$ cat config.mk
export PLATFORM = sky130hd
export DESIGN_NAME = stwp_shared_prescaler
export DESIGN_NICKNAME = d
export VERILOG_FILES = /design/src/common/stwp_pkg.sv /design/src/rtl/stwp_shared_prescaler.sv
export SDC_FILE = /design/constraint.sdc
export NUM_CORES = 1
export LEC_CHECK = 0
export BUFFER_PORTS_ARGS = -buffer_cell sky130_fd_sc_hd__buf_2
export CAP_MARGIN = 20
export CORE_ASPECT_RATIO = 0.8
export CORE_MARGIN = 8
export CORE_UTILIZATION = 51
export DETAILED_ROUTE_END_ITERATION = 12
export PLACE_DENSITY = 0.79
export SLEW_MARGIN = 25
export SYNTH_ARGS = -nofsm -noshare
export SYNTH_HDL_FRONTEND = slang
export SYNTH_SLANG_ARGS = --single-unit
$ cat constraint.sdc
create_clock -name clk -period 4.62 [get_ports clk]
set_clock_uncertainty 0.15 [all_clocks]
set_input_delay 0.462 -clock clk [delete_from_list [all_inputs] [get_ports clk]]
set_output_delay 0.462 -clock clk [all_outputs]
set_load 0.01 [all_outputs]
$ cat src/common/stwp_pkg.sv
package stwp_pkg;
    // register offsets (printed offsets not all multiples of four: index, byte = 4*index)
    localparam int unsigned TIMER_COUNT_IDX        = 32'h0000_0001;
    localparam int unsigned INTERRUPT_CONTROL_IDX  = 32'h0000_000B;
    localparam int unsigned TIMER_CONFIG_IDX       = 32'h0000_0081;
    localparam int unsigned PORT_A_DIRECTION_IDX   = 32'h0000_0085;
    localparam int unsigned WDT_CONTROL_IDX        = 32'h0000_00C0;
    localparam logic [11:0] TIMER_COUNT_ADDR       = 12'h004;
    localparam logic [11:0] INTERRUPT_CONTROL_ADDR = 12'h02C;
    localparam logic [11:0] TIMER_CONFIG_ADDR      = 12'h204;
    localparam logic [11:0] PORT_A_DIRECTION_ADDR  = 12'h214;
    localparam logic [11:0] WDT_CONTROL_ADDR       = 12'h300;
    // reset values
    localparam logic [7:0]  TIMER_CONFIG_RST       = 8'hFF;
    localparam logic [7:0]  PORT_A_DIRECTION_RST   = 8'h1F;
    localparam logic [7:0]  PORT_A_DIRECTION_MASK  = 8'h1F;
    localparam logic [7:0]  TIMER_COUNT_RST        = 8'h00;
    localparam logic [7:0]  INTERRUPT_CONTROL_RST  = 8'h00;
    // configuration fields
    localparam int unsigned ASSIGN_SELECT_BIT      = 3;
    localparam int unsigned RATIO_LSB              = 0;
    localparam int unsigned RATIO_WIDTH            = 3;
    localparam int unsigned TIMER_OVF_FLAG_BIT     = 2;
    // watchdog control register fields
    localparam int unsigned WDT_CLEAR_BIT          = 0;
    localparam int unsigned WDT_ENABLE_BIT         = 1;
    localparam int unsigned WDT_TIMEOUT_BIT        = 8;
endpackage

$ cat src/rtl/stwp_shared_prescaler.sv
`timescale 1ns/1ps
// Notes on behaviour
// - one 8-bit divider, timer or watchdog
// - assign bit and ratio in config 3:0
// - timer count write clears divider when assigned to timer
// - watchdog clear clears watchdog, and divider when assigned to watchdog
// - divider count invisible to software
// - assignment may change any time
module stwp_shared_prescaler #(
    parameter int unsigned DIV_WIDTH = 8,
    parameter int unsigned WDT_WIDTH = 8
) (
    input  wire logic        clk,
    input  wire logic        resetn,
    input  wire logic        psel,
    input  wire logic        penable,
    input  wire logic        pwrite,
    input  wire logic [11:0] paddr,
    input  wire logic [31:0] pwdata,
    output logic      [31:0] prdata,
    output logic             pready,
    output logic             pslverr,
    input  wire logic        timerTick,
    input  wire logic        wdtTick,
    output logic             timerIncrement,
    output logic             wdtTimeout,
    output logic       [7:0] portADirection
);
    // refuse widths that the divider and the read word cannot serve
    if (DIV_WIDTH != 8) begin : g_badDivWidth
        $error("divider width must be 8");
    end
    if (WDT_WIDTH < 1 || WDT_WIDTH > 23) begin : g_badWdtWidth
        $error("watchdog width out of range");
    end

    // software visible registers
    logic [7:0]           timerCount_reg;
    logic [7:0]           intControl_reg;
    logic [7:0]           timerConfig_reg;
    logic [7:0]           portADir_reg;

    // watchdog state
    logic                 wdtEnable_reg;
    logic                 wdtTimeout_reg;
    logic [WDT_WIDTH-1:0] wdtCount_reg;

    // divider state, never reachable from the bus
    logic [DIV_WIDTH-1:0] divCount_reg;
    logic [DIV_WIDTH-1:0] divCount_next;

    // registered increment pulse
    logic                 timerInc_reg;

    // bus decode nets
    logic access;
    logic wr;
    logic hitCount;
    logic hitIntCtl;
    logic hitConfig;
    logic hitPortDir;
    logic hitWdt;
    logic hitAny;
    logic wrCount;
    logic wrIntCtl;
    logic wrConfig;
    logic wrPortDir;
    logic wrWdt;
    logic wdtClear;

    // access phase qualifiers
    assign access = psel & penable;
    assign wr     = access & pwrite;

    // address match per register
    assign hitCount   = (paddr == stwp_pkg::TIMER_COUNT_ADDR);
    assign hitIntCtl  = (paddr == stwp_pkg::INTERRUPT_CONTROL_ADDR);
    assign hitConfig  = (paddr == stwp_pkg::TIMER_CONFIG_ADDR);
    assign hitPortDir = (paddr == stwp_pkg::PORT_A_DIRECTION_ADDR);
    assign hitWdt     = (paddr == stwp_pkg::WDT_CONTROL_ADDR);

    // any mapped register; everything else is refused
    assign hitAny = hitCount | hitIntCtl | hitConfig | hitPortDir | hitWdt;

    // write strobes, each valid only in the access phase
    assign wrCount   = wr & hitCount;
    assign wrIntCtl  = wr & hitIntCtl;
    assign wrConfig  = wr & hitConfig;
    assign wrPortDir = wr & hitPortDir;
    assign wrWdt     = wr & hitWdt;
    // watchdog clear instruction is bit 0 of a watchdog control write
    assign wdtClear  = wrWdt & pwdata[stwp_pkg::WDT_CLEAR_BIT];

    // zero wait states; unmapped addresses answer with an error
    assign pready  = 1'b1;
    assign pslverr = access & ~hitAny;

    // divider control nets
    logic       toWatchdog;
    logic [2:0] ratio;
    logic       divIn;
    logic [3:0] timerShift;
    logic [3:0] wdtShift;
    logic [3:0] shiftSel;
    logic [8:0] divLimit;
    logic       divAtLimit;
    logic       divWrap;
    logic       divOut;

    // divider assignment and ratio from config low bits
    assign toWatchdog = timerConfig_reg[stwp_pkg::ASSIGN_SELECT_BIT];
    assign ratio      = timerConfig_reg[stwp_pkg::RATIO_LSB +: stwp_pkg::RATIO_WIDTH];

    // divider input: timer ticks or watchdog ticks, never both
    assign divIn = toWatchdog ? wdtTick : timerTick;

    // timer divides by 2^(ratio+1); watchdog by 2^ratio
    assign timerShift = 4'(ratio) + 4'h1;
    assign wdtShift   = 4'(ratio);
    assign shiftSel   = toWatchdog ? wdtShift : timerShift;

    // terminal count of the divider for the chosen ratio
    assign divLimit   = 9'(9'h001 << shiftSel) - 9'h001;
    assign divAtLimit = ({1'b0, divCount_reg} == divLimit);
    assign divWrap    = divIn & divAtLimit;

    // watchdog at ratio code 0 passes every tick straight through
    // (divide by one), so its output does not wait for a wrap
    assign divOut = toWatchdog ? ((shiftSel == 4'h0) ? divIn : divWrap) : divWrap;

    // divider clear events, each only for the current owner
    logic divClearTimer;
    logic divClearWdt;
    assign divClearTimer = !toWatchdog && wrCount;
    assign divClearWdt   = toWatchdog && wdtClear;

    // divider next value: clearing events have priority over counting
    always_comb begin
        divCount_next = divCount_reg;
        if (divClearTimer) begin
            divCount_next = '0;
        end else if (divClearWdt) begin
            divCount_next = '0;
        end else if (divWrap) begin
            divCount_next = '0;
        end else if (divIn) begin
            divCount_next = divCount_reg + 1'b1;
        end
    end

    // divider register, only reachable through clear events and ticks
    always_ff @(posedge clk or negedge resetn) begin
        if (!resetn) begin
            divCount_reg <= '0;
        end else begin
            divCount_reg <= divCount_next;
        end
    end

    // timer step and overflow nets
    logic       timerStep;
    logic       wdtStepRaw;
    logic       timerOvf;
    logic [7:0] timerCount_next;

    // timer steps on divider output, lost in a cycle that writes the count
    assign timerStep  = !toWatchdog && divOut && !wrCount;
    // watchdog steps on the divider output or on its own ticks
    assign wdtStepRaw = toWatchdog ? divOut : wdtTick;
    // overflow from all ones back to zero
    assign timerOvf   = timerStep && (timerCount_reg == 8'hFF);

    // next timer count: software write wins over a step
    always_comb begin
        timerCount_next = timerCount_reg;
        if (wrCount) begin
            timerCount_next = pwdata[7:0];
        end else if (timerStep) begin
            timerCount_next = timerCount_reg + 8'h01;
        end
    end

    // timer count register
    always_ff @(posedge clk or negedge resetn) begin
        if (!resetn) begin
            timerCount_reg <= stwp_pkg::TIMER_COUNT_RST;
        end else begin
            timerCount_reg <= timerCount_next;
        end
    end

    // increment pulse, registered from the step; high in the same cycle the new count shows
    always_ff @(posedge clk or negedge resetn) begin
        if (!resetn) begin
            timerInc_reg <= 1'b0;
        end else begin
            timerInc_reg <= timerStep;
        end
    end

    // interrupt control; overflow flag set wins over a software clear
    always_ff @(posedge clk or negedge resetn) begin
        if (!resetn) begin
            intControl_reg <= stwp_pkg::INTERRUPT_CONTROL_RST;
        end else begin
            if (wrIntCtl) begin
                intControl_reg <= pwdata[7:0];
            end
            if (timerOvf) begin
                intControl_reg[stwp_pkg::TIMER_OVF_FLAG_BIT] <= 1'b1;
            end
        end
    end

    // configuration; rewritten at any time, no halt needed
    always_ff @(posedge clk or negedge resetn) begin
        if (!resetn) begin
            timerConfig_reg <= stwp_pkg::TIMER_CONFIG_RST;
        end else if (wrConfig) begin
            timerConfig_reg <= pwdata[7:0];
        end
    end

    // port direction; unimplemented upper bits stay zero
    always_ff @(posedge clk or negedge resetn) begin
        if (!resetn) begin
            portADir_reg <= stwp_pkg::PORT_A_DIRECTION_RST;
        end else if (wrPortDir) begin
            portADir_reg <= pwdata[7:0] & stwp_pkg::PORT_A_DIRECTION_MASK;
        end
    end

    // watchdog step and wrap nets
    logic wdtStep;
    logic wdtWrap;
    assign wdtStep = wdtEnable_reg && wdtStepRaw;
    // wrap while all ones; a clear in the same cycle restarts instead
    assign wdtWrap = wdtStep && !wdtClear && (&wdtCount_reg);

    // watchdog enable, written with every watchdog control write
    always_ff @(posedge clk or negedge resetn) begin
        if (!resetn) begin
            wdtEnable_reg <= 1'b0;
        end else if (wrWdt) begin
            wdtEnable_reg <= pwdata[stwp_pkg::WDT_ENABLE_BIT];
        end
    end

    // watchdog counter; clear resets it
    always_ff @(posedge clk or negedge resetn) begin
        if (!resetn) begin
            wdtCount_reg <= '0;
        end else if (wdtClear) begin
            wdtCount_reg <= '0;
        end else if (wdtStep) begin
            wdtCount_reg <= wdtCount_reg + 1'b1;
        end
    end

    // timeout flag, sticky until the next clear
    always_ff @(posedge clk or negedge resetn) begin
        if (!resetn) begin
            wdtTimeout_reg <= 1'b0;
        end else if (wdtWrap) begin
            wdtTimeout_reg <= 1'b1;
        end else if (wdtClear) begin
            wdtTimeout_reg <= 1'b0;
        end
    end

    // outputs straight from flip-flops
    assign timerIncrement = timerInc_reg;
    assign wdtTimeout     = wdtTimeout_reg;
    assign portADirection = portADir_reg;

    // read words of the registers, zero padded to the bus width
    logic [31:0] countRead;
    logic [31:0] intCtlRead;
    logic [31:0] configRead;
    logic [31:0] portDirRead;
    logic [31:0] wdtCtlRead;

    assign countRead   = {24'h000000, timerCount_reg};
    assign intCtlRead  = {24'h000000, intControl_reg};
    assign configRead  = {24'h000000, timerConfig_reg};
    assign portDirRead = {24'h000000, portADir_reg};
    // clear bit always reads zero; timeout in bit 8, enable in bit 1
    assign wdtCtlRead  = {23'h000000, wdtTimeout_reg, 6'h00, wdtEnable_reg, 1'b0};

    // read mux; divider count deliberately absent
    always_comb begin
        prdata = 32'h0000_0000;
        if (hitCount) begin
            prdata = countRead;
        end else if (hitIntCtl) begin
            prdata = intCtlRead;
        end else if (hitConfig) begin
            prdata = configRead;
        end else if (hitPortDir) begin
            prdata = portDirRead;
        end else if (hitWdt) begin
            prdata = wdtCtlRead;
        end
    end
endmodule // stwp_shared_prescaler

* Word level (Yosys, flattened, before mapping)
Cells that the tools add are included.
** Word-level totals
- Output and inout port bits :: 44
- Logic and storage cells :: 78
- Input port bits :: 51
- Register bits :: 48
** Operators by class
- Equality and inequality tests :: 7
- Muxes and demuxes :: 22
- Bitwise operators :: 15
- Add/sub/neg operators :: 5
- Shifts and indexed selects :: 1
- Reduce and logical (&&, ||, !) cells :: 18
** Operators by type and width (number)
- 2-to-1 mux 8 bit :: 8
- 2-to-1 mux 9 bit :: 5
- == test 12 x 10 -> 1 bit (second input constant) :: 3
- adder 8 x 1 -> 8 bit (second input constant) :: 3
- == test 12 x 3 -> 1 bit (second input constant) :: 1
- == test 12 x 6 -> 1 bit (second input constant) :: 1
- AND 1 bit :: 10
- == test 8 x 9 -> 1 bit :: 1
- << shifter 1 x 4 -> 9 bit (first input constant) :: 1
- subtractor 9 x 1 -> 9 bit (second input constant) :: 1
- == test 8 bit (second input constant) :: 1
- logical AND 1 bit :: 8
- AND reduction 8 bit :: 1
- nonzero test 2 bit :: 4
- 2-to-1 mux 1 bit :: 7
- adder 3 x 1 -> 4 bit (second input constant) :: 1
- zero test 4 bit :: 1
- 2-to-1 mux 4 bit :: 1
- OR 1 bit :: 4
- nonzero test 4 bit :: 1
- zero test 1 bit :: 3
- 2-to-1 mux 3 bit :: 1
- NOT 1 bit :: 1

* Logic depth before layout (Yosys ltp)
- Depth after elaboration :: 13
- Gate-level depth with buffers :: 17
- Mapped depth without buffers :: 13

* Worst setup path before layout
OpenSTA, ideal clock, no wires.
- Path kind :: register -> register
- Start :: reg timerConfig_reg[1]
- End :: reg timerCount_reg[7]
- Period minus slack after synthesis :: 4.125 ns
- Buffers on the path :: 2
- Slack :: 0.495 ns
- Library setup time :: 0.082 ns
- Cell stages (with the launch flop) :: 16
- Arrival time :: 3.893 ns
- Required time :: 4.388 ns
- Path through :: dfstp_2 > ha_1 > or3b_1 > a21oi_1 > a21oi_1 > ha_1 > buf_2 > xnor2_1 > or3_1 > a31oi_1 > o21a_1 > or2_0 > clkbuf_1 > nand3_4 > or4_1 > a31oi_1
** Between the ends
- Word-level cells in the longest chain between the ends :: 11
- Elaborated cells between the ends (all ways) :: 12
- Those cells by class :: add/sub (2); eq/ne (1); shift (1); mux (3); bitwise (1); reduce/logical (4)
** Ends and longest elaborated chain
- start, declared :: line stwp_shared_prescaler.sv:40 : logic [7:0] timerConfig_reg;
- start signal, assigned :: line stwp_shared_prescaler.sv:218 : timerConfig_reg <= stwp_pkg::TIMER_CONFIG_RST;
- start signal, assigned :: line stwp_shared_prescaler.sv:220 : timerConfig_reg <= pwdata[7:0];
- adder 3 x 1 -> 4 bit :: line stwp_shared_prescaler.sv:118 : assign timerShift = 4'(ratio) + 4'h1;
- 2-to-1 mux 4 bit * :: line stwp_shared_prescaler.sv:120 : assign shiftSel = toWatchdog ? wdtShift : timerShift;
- << shifter 1 x 4 -> 9 bit :: line stwp_shared_prescaler.sv:123 : assign divLimit = 9'(9'h001 << shiftSel) - 9'h001;
- subtractor 9 x 1 -> 9 bit :: line stwp_shared_prescaler.sv:123
- == test 8 x 9 -> 1 bit :: line stwp_shared_prescaler.sv:124 : assign divAtLimit = ({1'b0, divCount_reg} == divLimit);
- AND 1 bit :: line stwp_shared_prescaler.sv:125 : assign divWrap = divIn & divAtLimit;
- 2-to-1 mux 1 bit :: line stwp_shared_prescaler.sv:129 : assign divOut = toWatchdog ? ((shiftSel == 4'h0) ? divIn : divWrap) : divWrap;
- 2-to-1 mux 1 bit * :: line stwp_shared_prescaler.sv:129
- logical AND 1 bit * (2 in series) :: line stwp_shared_prescaler.sv:167 : assign timerStep = !toWatchdog && divOut && !wrCount;
- nonzero test 2 bit (no line) *
- end signal, assigned :: line stwp_shared_prescaler.sv:186 : timerCount_reg <= stwp_pkg::TIMER_COUNT_RST;
- end signal, assigned :: line stwp_shared_prescaler.sv:188 : timerCount_reg <= timerCount_next;
- end, declared :: line stwp_shared_prescaler.sv:38 : logic [7:0] timerCount_reg;
Every way passes the cells marked *; elsewhere a longest branch is shown, timed or not.
A chain may end at the register's enable or synchronous reset.

* Final worst setup path
- Start :: reg timerConfig_reg[0]
- End :: reg wdtCount_reg[5]
** Between the ends
- Word-level cells in the longest chain between the ends :: 11
- Elaborated cells between the ends (all ways) :: 12
- Those cells by class :: add/sub (2); eq/ne (1); shift (1); mux (4); bitwise (1); reduce/logical (3)
** Ends and longest elaborated chain
- adder 3 x 1 -> 4 bit :: line stwp_shared_prescaler.sv:118
- 2-to-1 mux 4 bit * :: line stwp_shared_prescaler.sv:120
- << shifter 1 x 4 -> 9 bit :: line stwp_shared_prescaler.sv:123
- subtractor 9 x 1 -> 9 bit :: line stwp_shared_prescaler.sv:123
- == test 8 x 9 -> 1 bit :: line stwp_shared_prescaler.sv:124
- AND 1 bit :: line stwp_shared_prescaler.sv:125
- 2-to-1 mux 1 bit :: line stwp_shared_prescaler.sv:129
- 2-to-1 mux 1 bit * :: line stwp_shared_prescaler.sv:129
- 2-to-1 mux 1 bit * :: line stwp_shared_prescaler.sv:169 : assign wdtStepRaw = toWatchdog ? divOut : wdtTick;
- logical AND 1 bit * :: line stwp_shared_prescaler.sv:236 : assign wdtStep = wdtEnable_reg && wdtStepRaw;
- nonzero test 2 bit (no line) *
- end signal, assigned :: line stwp_shared_prescaler.sv:256 : wdtCount_reg <= wdtCount_reg + 1'b1;
- end, declared :: line stwp_shared_prescaler.sv:46 : logic [WDT_WIDTH-1:0] wdtCount_reg;
Marked as above.

==> impl_metrics.json <==
{
  "synth_cell_types": 61,
  "synth_largest_area_cell": "dfrtp_1",
  "htree_levels": 2,
  "numCtsBuffers": 5,
  "crit_required_ps": 4690,
  "cts_tree": "done",
  "die_h_um": 89.1,
  "final_area_um2": 3710,
  "hpwl_um": 6250,
  "via_per_inst": 5.84,
  "worst_setup_path_start_kind": "flip-flop",
  "synthTopCellsByArea": "dfrtp_1 (26%), dfstp_2 (10%), mux2_2 (7.3%)",
  "finalSetupTns_ps": 0,
  "drtAntennaViolNets": 0,
  "yosysWarningCount": 0,
  "crit_type": "reg2reg",
  "wl_per_cell_um": 16.4,
  "rsz0062_at_grt": "false",
  "cts_buffer_depth": 2,
  "synthFlopType": "dfrtp_1",
  "crit_fanout": 15,
  "clock_sinks": 48,
  "clkTransAtPathRegs_ps": 100,
  "power.switching_uw": 308,
  "p_int_uw": 672,
  "comb_power_share_pct": 21.5,
  "die_x_um": 107,
  "drive_gt1_share_pct": 25.2,
  "first_iter_violations": 312,
  "switching_share_pct": 31.4,
  "power_frac_seq_pct": 51.7,
  "num_rows": 26,
  "grt_util_all_layers_pct": 16.8,
  "grt.overflow.total": 0,
  "ys_ff_latch": 48,
  "drc_errors": 0,
  "hold_path_class": "in2async",
  "diodes": 0,
  "avgSynthCellArea_um2": 9.13,
  "finalCritPeriodShare_pct": 94.2,
  "endpoint_kind": "flip-flop",
  "hold_viol_final": 0,
  "ios": 95,
  "grt_pass1_wl_um": 13100,
  "reg2reg_slack_ps": 270,
  "reg2reg_depth": 14,
  "syn_area_um2": 3410,
  "synth-async-reset-ratio_pct": 100,
  "fin_nets": 471,
  "synth_top_area_share_pct": 25.7,
  "fillCellCount": 584,
  "yosysMostFrequentCell": "dfrtp_1",
  "dieArea_um2": 9570,
  "antenna_found_initial": 0,
  "maxSlewViolCount": 0,
  "r2r-end": "wdtCount_reg[5]",
  "place_area_um2": 3610,
  "p_per_area_nw_per_um2": 264,
  "max_freq_mhz": 230,
  "relSlewSlack_pct": 41.8,
  "start_util_pct": 52.9,
  "synth_edf_count": 0,
  "area_delta_synth_final_pct": 9.03,
  "netlist_instances": 373,
  "status": "finished, final reports clean",
  "post_cts_buffers": 0,
  "setup_violations": 0,
  "startpoint": "timerConfig_reg[0]",
  "first_global_vias": 2741,
  "fin_crit_ps": 4350,
  "worstMarginPinSlew_ps": 870,
  "core_area_um2": 6440,
  "vias": 2921,
  "drtPass1Iterations": 5,
  "globalplace.congestion": 0.912,
  "drv_cap": 0,
  "grt_max_degree": 49,
  "worst_ep_arrival_time_ps": 4420,
  "synth_common_cells": "dfrtp_1 (35), buf_4 (29), nor2_1 (27), nand2_1 (26), mux2_2 (22)",
  "drt-total-wl_um": 8220,
  "ir_worst_vdd_v": 0.000150,
  "cts_root_buffer": "clkbuf_8",
  "crit-reg2reg-launch": "timerConfig_reg[0]",
  "crit_path_end": "wdtCount_reg[5]",
  "port_buffers": 43,
  "ys_seq_area_share_pct": 35.7,
  "p_clk_share_pct": 26.8,
  "clk-insertion-delay-late_ps": 290,
  "p_leak_uw": 0.00168
}
-- critical path: stages, from the launching register on --
cell	delay, ps
dfstp_2	710
ha_1	290
or3b_1	410
a21oi_2	220
a21oi_1	110
ha_1	340
xnor2_1	180
or3_1	320
a31oi_1	280
o21a_1	170
o211a_1	160
a22oi_1	70
buf_4	190
or4_1	510
a21oi_1	170
-- power by group through the flow --
stage               logic (µW)  registers, µW  clock network, µW
floorplan                  165            496                  0
global placement           200            512                  0
detailed placement         209            513                  0
CTS                        209            506                269
global route               233            512                285
finish                     211            506                262
-- layer usage --
layer / track usage, % / up-vias / wire (µm)
met5: 0 / - / 0
met2: 26.5 / 139 / 3720
met3: 3.24 / 6 / 716
met4: 3.14 / 0 / 46
li1: - / 1398 / -
met1: 23.5 / 1378 / 3730
-- cell families after synthesis --
logic type                 after synthesis  synth area share [%]
other                                    2                 0.220
muxes                                   26                  8.81
and+or+nand+nor                        134                  21.7
DFF                                     48                  35.7
xor gates and xnor gates                15                  3.86
adders and majority gates                5                  1.84
buffers and inverters                   53                  9.40
AOI/OAI and AO/OA                       90                  18.4
-- layout make-up --
type	count	area (µm²)	area share [%]
flip-flops and latches	48	1220	32.8
clock inverters	1	8.76	0.236
clock buffers	7	86.3	2.32
multi-input cells	297	1970	52.9
repair buffers	53	293	7.88
inverters	10	37.5	1.01
well taps	84	105	2.83
-- per-stage QoR --
stage	power (µW)	cells	hold WS [ps]	utilization [%]	worst slack [ps]
6_report	979	500	7.28	57.7	267
5_1_grt	1030	500	46.7	57.7	48.4
4_1_cts	984	500	228	57.6	182
3_5_place_dp	722	492	346	56.1	220
3_3_place_gp	712	492	332	56.1	305
2_1_floorplan	661	398	16.4	-	495
-- layout by cell type (no fill, tap or decap), types with 10 or more instances in the layout --
cell,Yosys,layout
a21oi_1,18,17
a31oi_1,10,10
buf_2,4,42
buf_4,29,11
conb_1,2,27
dfrtp_1,35,35
dfstp_2,13,13
mux2_2,22,22
nand2_1,26,26
nand3_1,14,14
nor2_1,27,27
o21ai_0,16,16
-- how the worst min path moves through the flow --
stage               slack [ps]  cells after the start                end              start
floorplan                   20                      0    divCount_reg[0]             resetn
global placement           330                      2  intControl_reg[2]  intControl_reg[2]
detailed placement         350                      1  intControl_reg[3]  intControl_reg[3]
CTS                        230                      1  intControl_reg[6]             resetn
global route                50                      1  intControl_reg[7]             resetn
finish                       7                      1  intControl_reg[7]             resetn
-- repair_timing --
action,in CTS,in global routing
endpoints found under the setup margin,0,3
resized for setup,0,1
hold buffers,0,0
Note: power is estimated with default switching activity, not from simulation.
